`config.mk`:
```
export PLATFORM = sky130hd
export DESIGN_NAME = mmpc_top
export DESIGN_NICKNAME = d
export VERILOG_FILES = /design/src/hw/mmpc_top.v
export VERILOG_INCLUDE_DIRS = /design/src /design/src/hw
export SDC_FILE = /design/constraint.sdc
export NUM_CORES = 1
export LEC_CHECK = 0
export BUFFER_PORTS_ARGS = -buffer_cell sky130_fd_sc_hd__buf_2
export CAP_MARGIN = 20
export CORE_ASPECT_RATIO = 0.6
export CORE_MARGIN = 8
export CORE_UTILIZATION = 57
export DETAILED_ROUTE_END_ITERATION = 16
export GPL_TIMING_DRIVEN = 0
export PLACE_DENSITY = 0.93
export SLEW_MARGIN = 20
export SYNTH_ARGS = -nofsm -noshare
export SYNTH_HDL_FRONTEND = slang
export SYNTH_SLANG_ARGS = --single-unit
```
`constraint.sdc`:
```
create_clock -name i_clk_sys -period 4.05 [get_ports i_clk_sys]
set_clock_uncertainty 0.15 [all_clocks]
set_input_delay 0.405 -clock i_clk_sys [delete_from_list [all_inputs] [get_ports i_clk_sys]]
set_output_delay 0.405 -clock i_clk_sys [all_outputs]
set_load 0.1 [all_outputs]
```
`src/hw/mmpc_regs.vh`:
```
/*
 Constants of the meter mode and power control block: APB offsets, field
 positions, mode codes and timing figures.
 Assumes inclusion by bare name from the block's design file.
*/
`ifndef MMPC_REGS_VH
`define MMPC_REGS_VH

// APB register byte offsets
`define MMPC_OFF_CTRL 12'h000
`define MMPC_OFF_STAT 12'h004
`define MMPC_OFF_MODE 12'h008
`define MMPC_OFF_IDLE 12'h00c

// Control register fields
`define MMPC_CTRL_SERIAL 0
`define MMPC_CTRL_RESTORE_ACK 1
`define MMPC_CTRL_RESET 32'h0000_0000

// Status register fields
`define MMPC_ST_APO_EN 0
`define MMPC_ST_SLEEP 1
`define MMPC_ST_SEGTEST 2
`define MMPC_ST_HOLD 3
`define MMPC_ST_RESTORED 4
`define MMPC_ST_SAVED 5

// Measurement mode codes
`define MMPC_M_DCV 5'h00
`define MMPC_M_ACV 5'h01
`define MMPC_M_DCUA 5'h02
`define MMPC_M_ACUA 5'h03
`define MMPC_M_DCMA 5'h04
`define MMPC_M_ACMA 5'h05
`define MMPC_M_DC11A 5'h06
`define MMPC_M_AC11A 5'h07
`define MMPC_M_DCCLAMP 5'h08
`define MMPC_M_ACCLAMP 5'h09
`define MMPC_M_RES 5'h0a
`define MMPC_M_CONT 5'h0b
`define MMPC_M_DIODE 5'h0c
`define MMPC_M_FREQ 5'h0d
`define MMPC_M_CAP 5'h0e
`define MMPC_M_TEMPC 5'h0f
`define MMPC_M_TEMPF 5'h10
`define MMPC_M_ADP 5'h11
`define MMPC_M_NONE 5'h1f

// Timing figures
`define MMPC_CLK_HZ 100000000
`define MMPC_IDLE_LONG_S 1800
`define MMPC_IDLE_SHORT_S 900
`define MMPC_SEGTEST_MS 2000
`define MMPC_MS_PER_S 1000
`define MMPC_BOOT_WAIT 2'h2

`endif

```
`src/hw/mmpc_top.v`:
```
/*
 Meter mode and power control: mode decode, auto power-off, sleep,
 re-power on and segment test, with an APB register slave.
 Assumes a 100 MHz system clock, buttons already debounced to levels,
 and range/hold/serial logic elsewhere consuming the outputs.
*/
`timescale 1ns/100ps
`include "mmpc_regs.vh"

module mmpc_top #(
  parameter CLK_HZ = `MMPC_CLK_HZ,
  parameter IDLE_LONG_S = `MMPC_IDLE_LONG_S,
  parameter IDLE_SHORT_S = `MMPC_IDLE_SHORT_S,
  parameter SEGTEST_CYC = CLK_HZ / `MMPC_MS_PER_S * `MMPC_SEGTEST_MS
) (
  input wire i_clk_sys,
  input wire i_nrst,
  input wire i_idle_time_select_n,
  input wire i_acdc_select,
  input wire i_function_code_bit1,
  input wire i_function_code_bit2,
  input wire i_function_code_bit3,
  input wire i_function_code_bit4,
  input wire i_key_enable_select,
  input wire i_key,
  input wire i_hold_btn,
  input wire i_other_btn,
  input wire [31:0] i_state,
  input wire i_psel,
  input wire i_penable,
  input wire i_pwrite,
  input wire [11:0] i_paddr,
  input wire [31:0] i_pwdata,
  output reg [31:0] o_prdata,
  output reg o_pready,
  output reg o_pslverr,
  output reg [4:0] o_mode,
  output reg [2:0] o_sub,
  output reg o_minus_en,
  output reg o_fn_reset,
  output reg o_fn_reset_all,
  output reg o_auto_power_off_seg,
  output reg o_sleep,
  output reg o_all_seg,
  output reg o_hold_req,
  output reg [31:0] o_saved_state
);

  // Widened product: thirty minutes of cycles overflows 32 bits
  localparam [63:0] IDLE_LONG_CYC = 64'd1 * CLK_HZ * IDLE_LONG_S;
  localparam [63:0] IDLE_SHORT_CYC = 64'd1 * CLK_HZ * IDLE_SHORT_S;
  localparam [1:0] ST_BOOT = 2'h0;
  localparam [1:0] ST_RUN = 2'h1;
  localparam [1:0] ST_SLEEP = 2'h2;

  // Two-flop synchronisers for all pin inputs
  reg [9:0] s1_r;
  reg [9:0] s2_r;
  always @(posedge i_clk_sys or negedge i_nrst) begin
    if (!i_nrst) begin
      s1_r <= 10'h000;
      s2_r <= 10'h000;
    end else begin
      s1_r <= {i_idle_time_select_n, i_acdc_select, i_function_code_bit1,
               i_function_code_bit2, i_function_code_bit3, i_function_code_bit4,
               i_key_enable_select, i_key, i_hold_btn, i_other_btn};
      s2_r <= s1_r;
    end
  end
  wire sel_long = ~s2_r[9];
  wire acdc = s2_r[8];
  wire [3:0] fc = s2_r[7:4];
  wire key_en = s2_r[3];
  wire key = s2_r[2];
  wire hold_b = s2_r[1];
  wire other_b = s2_r[0];

  reg key_d_r;
  reg hold_d_r;
  reg other_d_r;
  reg [3:0] fc_d_r;
  reg acdc_d_r;
  wire key_press = key & ~key_d_r;
  wire hold_press = hold_b & ~hold_d_r;
  wire other_press = other_b & ~other_d_r;
  wire btn_press = key_press | hold_press | other_press;
  wire rotary_chg = (fc != fc_d_r) | (acdc != acdc_d_r);

  // Registers
  reg [1:0] st_r;
  reg [1:0] boot_cnt_r;
  reg [1:0] tog_r;
  reg apo_dis_r;
  reg serial_r;
  reg [63:0] idle_r;
  reg [31:0] seg_cnt_r;
  reg seg_arm_r;
  reg saved_v_r;
  reg restored_r;

  // Mode decode from inputs and toggle count
  reg [4:0] mode_nxt;
  // Sub code: clamp range or adapter index, five values each
  reg [2:0] sub_nxt;
  reg [1:0] tog_mod;
  reg minus_nxt;
  always @* begin
    mode_nxt = `MMPC_M_NONE;
    sub_nxt = 3'h0;
    tog_mod = 2'h1;
    minus_nxt = 1'b0;
    case (fc)
      4'hb: begin
        mode_nxt = (acdc ^ tog_r[0]) ? `MMPC_M_ACV : `MMPC_M_DCV;
        tog_mod = 2'h2;
      end
      4'hd: begin
        mode_nxt = (acdc ^ tog_r[0]) ? `MMPC_M_ACUA : `MMPC_M_DCUA;
        tog_mod = 2'h2;
      end
      4'hf: begin
        mode_nxt = (acdc ^ tog_r[0]) ? `MMPC_M_ACMA : `MMPC_M_DCMA;
        tog_mod = 2'h2;
      end
      4'h0: begin
        mode_nxt = (acdc ^ tog_r[0]) ? `MMPC_M_AC11A : `MMPC_M_DC11A;
        tog_mod = 2'h2;
      end
      4'he, 4'hc, 4'h8, 4'ha, 4'h9: begin
        mode_nxt = (acdc ^ tog_r[0]) ? `MMPC_M_ACCLAMP : `MMPC_M_DCCLAMP;
        sub_nxt = (fc == 4'he) ? 3'h0 : (fc == 4'hc) ? 3'h1 : (fc == 4'h8) ? 3'h2 :
                  (fc == 4'ha) ? 3'h3 : 3'h4;
        tog_mod = 2'h2;
      end
      4'h5: begin
        mode_nxt = tog_r[0] ? `MMPC_M_DIODE : `MMPC_M_RES;
        tog_mod = 2'h2;
      end
      4'h4: begin
        mode_nxt = (acdc ^ tog_r[0]) ? `MMPC_M_TEMPF : `MMPC_M_TEMPC;
        tog_mod = 2'h2;
      end
      default: begin
        if (acdc) begin
          mode_nxt = `MMPC_M_ADP;
          sub_nxt = (fc == 4'h3) ? 3'h0 : (fc == 4'h1) ? 3'h1 : (fc == 4'h7) ? 3'h2 :
                    (fc == 4'h2) ? 3'h3 : 3'h4;
          minus_nxt = key_en;
        end else begin
          case (fc)
            4'h3: begin
              mode_nxt = tog_r[0] ? `MMPC_M_CONT : `MMPC_M_RES;
              tog_mod = 2'h2;
            end
            4'h1: begin
              mode_nxt = tog_r[0] ? `MMPC_M_DIODE : `MMPC_M_CONT;
              tog_mod = 2'h2;
            end
            4'h7: begin
              if (!key_en) begin
                mode_nxt = `MMPC_M_DIODE;
              end else begin
                mode_nxt = (tog_r == 2'h0) ? `MMPC_M_RES :
                           (tog_r == 2'h1) ? `MMPC_M_CONT : `MMPC_M_DIODE;
              end
              tog_mod = 2'h3;
            end
            4'h2: mode_nxt = `MMPC_M_FREQ;
            4'h6: mode_nxt = `MMPC_M_CAP;
            default: mode_nxt = `MMPC_M_NONE;
          endcase
        end
      end
    endcase
  end

  wire apo_active = ~apo_dis_r & ~serial_r;
  wire [63:0] idle_lim = sel_long ? IDLE_LONG_CYC : IDLE_SHORT_CYC;
  wire idle_exp = apo_active && (idle_r >= idle_lim);

  // Main control
  always @(posedge i_clk_sys or negedge i_nrst) begin
    if (!i_nrst) begin
      key_d_r <= 1'b0;
      hold_d_r <= 1'b0;
      other_d_r <= 1'b0;
      fc_d_r <= 4'h0;
      acdc_d_r <= 1'b0;
      st_r <= ST_BOOT;
      boot_cnt_r <= 2'h0;
      tog_r <= 2'h0;
      apo_dis_r <= 1'b0;
      idle_r <= 64'h0;
      seg_cnt_r <= 32'h0;
      seg_arm_r <= 1'b0;
      saved_v_r <= 1'b0;
      restored_r <= 1'b0;
      o_mode <= `MMPC_M_NONE;
      o_sub <= 3'h0;
      o_minus_en <= 1'b0;
      o_fn_reset <= 1'b0;
      o_fn_reset_all <= 1'b0;
      o_auto_power_off_seg <= 1'b0;
      o_sleep <= 1'b1;
      o_all_seg <= 1'b0;
      o_hold_req <= 1'b0;
      o_saved_state <= 32'h0;
    end else begin
      key_d_r <= key;
      hold_d_r <= hold_b;
      other_d_r <= other_b;
      fc_d_r <= fc;
      acdc_d_r <= acdc;
      o_fn_reset <= 1'b0;
      o_fn_reset_all <= 1'b0;
      o_hold_req <= 1'b0;
      case (st_r)
        ST_BOOT: begin
          // Sample straps only once the synchronisers hold the pin levels;
          // edge detectors settle meanwhile, so no false press or rotary change
          if (boot_cnt_r == `MMPC_BOOT_WAIT) begin
            apo_dis_r <= other_b;
            seg_arm_r <= hold_b;
            seg_cnt_r <= 32'h0;
            st_r <= ST_RUN;
          end else begin
            boot_cnt_r <= boot_cnt_r + 2'h1;
          end
        end
        ST_RUN: begin
          o_sleep <= 1'b1;
          if (seg_arm_r) begin
            if (!hold_b) begin
              seg_arm_r <= 1'b0;
            end else if (seg_cnt_r >= SEGTEST_CYC - 1) begin
              o_all_seg <= 1'b1;
              seg_arm_r <= 1'b0;
            end else begin
              seg_cnt_r <= seg_cnt_r + 32'h1;
            end
          end else if (o_all_seg && hold_press) begin
            o_all_seg <= 1'b0;
          end
          if (rotary_chg) begin
            tog_r <= 2'h0;
            o_fn_reset_all <= 1'b1;
          end else if (key_press && key_en) begin
            tog_r <= (tog_r + 2'h1 >= tog_mod) ? 2'h0 : tog_r + 2'h1;
            o_fn_reset <= 1'b1;
          end
          if (!key_en) begin
            tog_r <= 2'h0;
          end
          if (btn_press || rotary_chg || !apo_active) begin
            idle_r <= 64'h0;
          end else if (idle_exp) begin
            o_saved_state <= i_state;
            saved_v_r <= 1'b1;
            o_sleep <= 1'b0;
            st_r <= ST_SLEEP;
          end else begin
            idle_r <= idle_r + 64'h1;
          end
        end
        ST_SLEEP: begin
          idle_r <= 64'h0;
          if (rotary_chg) begin
            saved_v_r <= 1'b0;
            o_saved_state <= 32'h0;
            tog_r <= 2'h0;
            o_fn_reset_all <= 1'b1;
            o_sleep <= 1'b1;
            st_r <= ST_RUN;
          end else if (btn_press) begin
            o_hold_req <= 1'b1;
            restored_r <= 1'b1;
            o_sleep <= 1'b1;
            st_r <= ST_RUN;
          end
        end
        default: st_r <= ST_BOOT;
      endcase
      if (restored_r && rotary_chg) begin
        restored_r <= 1'b0;
      end
      o_mode <= mode_nxt;
      o_sub <= sub_nxt;
      o_minus_en <= minus_nxt;
      o_auto_power_off_seg <= apo_active;
    end
  end

  // APB slave, zero wait states
  wire apb_wr = i_psel & i_penable & i_pwrite;
  wire apb_rd_setup = i_psel & ~i_penable & ~i_pwrite;
  wire mapped = (i_paddr == `MMPC_OFF_CTRL) || (i_paddr == `MMPC_OFF_STAT) ||
                (i_paddr == `MMPC_OFF_MODE) || (i_paddr == `MMPC_OFF_IDLE);
  always @(posedge i_clk_sys or negedge i_nrst) begin
    if (!i_nrst) begin
      serial_r <= 1'b0;
      o_prdata <= 32'h0;
      o_pready <= 1'b0;
      o_pslverr <= 1'b0;
    end else begin
      o_pready <= i_psel & ~i_penable;
      o_pslverr <= i_psel & ~i_penable & ~mapped;
      if (apb_wr && i_paddr == `MMPC_OFF_CTRL) begin
        serial_r <= i_pwdata[`MMPC_CTRL_SERIAL];
      end
      if (apb_rd_setup) begin
        case (i_paddr)
          `MMPC_OFF_CTRL: o_prdata <= {31'h0, serial_r};
          `MMPC_OFF_STAT: o_prdata <= {26'h0, saved_v_r, restored_r, o_hold_req,
                                       o_all_seg, ~o_sleep, apo_active};
          `MMPC_OFF_MODE: o_prdata <= {23'h0, o_minus_en, o_sub, o_mode};
          `MMPC_OFF_IDLE: o_prdata <= idle_r[31:0];
          default: o_prdata <= 32'h0;
        endcase
      end
    end
  end

endmodule // mmpc_top

```
==> impl_results.md <==
- Die area: 0.02278 mm²
- Maximum fanout along the worst path: 10
- Nets: 1316
- ANT nets after route: 0
- Lkg Pwr: 5.789 nW
- CTS tree: built
- # Post-CTS Setup Buffers: 0
- Grt ovf: 0
- Final Cycle Share: 0.9861
- Placed cell area: 0.01136 mm²
- EDFF count, synth: 0
- Area Overhead vs Synth: 20.39%
- Grt met3 use: 0.08662
- Fillcell total: 1228
- Dpl cells: 1372
- # setup viols final: 0
- Core area: 0.01788 mm²
- First-pass GRT wire length: 49.29 mm
- Tot GR Track Use: 0.2637
- IO Port Bufs: 139
- Vias: 9396
- WP data arrival: 4270 ps
- Setup crit end kind: register
- R2r setup slk: 60 ps
- Register area share after synthesis: 0.5253
- Clock transition at the registers of the reported paths: 70 ps
- Total routed wirelength: 30.39 mm
- Yosys warnings: 0
- Antenna Cells: 0
- Pre-antenna DRT Iters: 7
- Non-filler instance count after layout: 1452
- Fin area: 0.01240 mm²
- Vias in the first global route: 9236
- Maxcap violations: 0
- Synth Register Bits: 216
- Die height: 120.1 µm
- Rows: 38
- CP Data Required Time: 4330 ps
- Wire per inst: 20.93 µm
- Top_reg_cell synth: dfrtp_1
- FFs w/ async S/R, synth: 1.000
- Max Root-Sink Buffers: 3
- Worst rel slew slack: 0.3955
- Setup CP Type: register to register
- Most Used Layer, Global Route: met2
- Net count after synthesis: 1109
- Total Power: 0.004301 W
- Synth Cell Area: 0.01030 mm²
- Num CTS Buffers: 21
- DR iter-0 viols: 1241
- Least-Margin Pin Slew: 897.3 ps
- Clock sink total: 216
- Final Hold Viols: 0
- Status: finished, final reports clean
- Layout cells sized above 1: 0.1749
- DRC violations left: 0
- Largest net degree at the start of global routing: 76
- Max-slew violations: 0
- Peak VDD IR: 294.1 µV
- Worst setup SP type: register
- Worst-skew pair later-pin latency: 510 ps
- Hold Path Class: input pin to register
- Syn Area/Cell: 10.40 µm²
- Final min period: 3994 ps
- Root buffer cell: clkbuf_16
- Final GP Congestion: 0.9437
- Starting Density: 0.5764
- Count of different cell masters after synthesis: 74
- Initial antenna violation count: 1
- Chip width: 189.6 µm
- H-tree depth: 1
- Grt met1 use: 0.3724
- Via density per instance: 6.471
- Synth Instances: 991
- I/O pin count: 172
- Pwr dens: 346.7 mW/mm²
- GR Util met2: 0.3876
- Max Freq: 250.4 MHz
- HPWL Detailed: 20.39 mm
==> routing by layer <==
metal / vias up / share of wire
met5: - / 0.00043
met3: 83 / 0.13
li1: 4136 / -
met2: 631 / 0.43
met4: 2 / 0.025
met1: 4544 / 0.42
==> placed cells by master (no fill, tap or decap), types with 10 or more instances in the layout <==
| cell | instances |
|---|---|
| clkbuf_1 | 55 |
| ha_1 | 27 |
| a21oi_1 | 54 |
| nand3_1 | 30 |
| o21ai_0 | 28 |
| nor2_1 | 44 |
| nor3_1 | 13 |
| or4_1 | 19 |
| nand4_1 | 28 |
| inv_1 | 35 |
| clkbuf_16 | 21 |
| nor4_1 | 19 |
| o31ai_1 | 27 |
| buf_2 | 154 |
| a31oi_1 | 38 |
| dfrtp_1 | 209 |
| nand2_1 | 80 |
| a41oi_1 | 10 |
| a22o_1 | 57 |
| and2_1 | 38 |
| mux2i_1 | 18 |
| dlygate4sd3_1 | 43 |
| and3_1 | 20 |
==> cell families (layout without fill, tap and decap cells) <==
kind of cell,count (synthesis),in the layout,synth area share
buf+inv,100,321,0.03947
simple gates,336,336,0.1787
mux,21,21,0.02186
fa+ha+maj,27,27,0.03279
xor+xnor,7,7,0.005950
flops,216,216,0.5253
compound gates,284,284,0.1959
==> flip-flops by register name, summed over array words and instances, names as in the netlist, 2 cells and up <==
signal / cells
boot_cnt_r: 2
fc_d_r: 4
idle_r: 64
o_mode: 5
o_prdata: 32
o_saved_state: 32
o_sub: 3
s1_r: 10
s2_r: 10
seg_cnt_r: 32
st_r: 2
tog_r: 2
==> final timing paths <==
| path | depth (start not counted) | from | endpoint |
|---|---|---|---|
| hold reg to reg | 0 | s1_r[2] | s2_r[2] |
| setup / recovery | 10 | s2_r[9] | o_saved_state[11] |
| setup reg to reg | 10 | s2_r[9] | o_saved_state[11] |
| max in group asynchronous | 3 | i_nrst | o_mode[3] |
| min in group asynchronous | 2 | i_nrst | o_prdata[19] |
| hold / removal | 2 | i_pwdata[0] | serial_r |
==> timing repair <==
| action | in CTS | in global routing |
|---|---|---|
| resized for setup | 0 | 3 |
| endpoints found under the hold margin | 112 | 0 |
| hold buffers | 43 | 0 |
| endpoints found under the setup margin | 0 | 82 |
==> critical path: stages, from the launching register on <==
cell and delay, ps:
dfrtp_2 540, inv_1 230, ha_1 370, nand3_1 100
or4_1 570, or2_1 280, o221ai_1 450, and3_1 250
clkbuf_1 420, buf_2 330, a22o_1 240
==> cells in the mapped netlist, types with 16 or more instances <==
| cell | number | area, µm² |
|---|---|---|
| and3_1 | 20 | 125.1 |
| dfrtp_1 | 210 | 5255 |
| buf_2 | 16 | 80.08 |
| o31ai_1 | 27 | 202.7 |
| nand2_1 | 80 | 300.3 |
| a21oi_1 | 54 | 270.3 |
| a22o_1 | 57 | 499.2 |
| nor2_1 | 44 | 165.2 |
| o21ai_0 | 28 | 140.1 |
| or4_1 | 19 | 142.6 |
| a31oi_1 | 38 | 237.7 |
| nand4_1 | 28 | 175.2 |
| mux2i_1 | 18 | 180.2 |
| clkbuf_1 | 43 | 161.4 |
| and2_1 | 38 | 237.7 |
| nand3_1 | 30 | 150.1 |
| inv_1 | 35 | 131.4 |
| ha_1 | 27 | 337.8 |
| nor4_1 | 19 | 118.9 |
==> report_power, final <==
part	total, W	switching, W	leakage, nW	internal (W)
logic	0.000294	0.000198	2.59	0.0000957
clock network	0.00180	0.000829	0.289	0.000970
registers	0.00221	0.0000230	2.91	0.00219
total	0.00430	0.00105	5.79	0.00325
==> metrics by stage <==
| step | worst slack, ps | setup TNS, ps | utilization | hold WS (ps) |
|---|---|---|---|---|
| after CTS | 16.30 | 0 | 0.6930 | 1.047 |
| after detailed placement | 43.61 | 0 | 0.6357 | 184.7 |
| final | 56.24 | 0 | 0.6939 | 11.55 |
| after global routing | -6.226 | -6.226 | 0.6939 | 15.01 |
| after global placement | -1061 | -216560 | 0.6321 | 181.8 |
| after floorplan | 1084 | 0 | - | -40.59 |
==> cell type report <==
type	count	area [µm²]	share of cell area
multi-input combinational	675	4498	0.3626
sequential	216	5414	0.4365
inverter	36	135.1	0.01089
tap	240	300.3	0.02421
clock inverter	4	23.77	0.001916
clock buffer	33	570.5	0.04600
buffer	64	271.5	0.02189
timing repair buffer	184	1191	0.09603
Power figures use the tool's default switching activity.
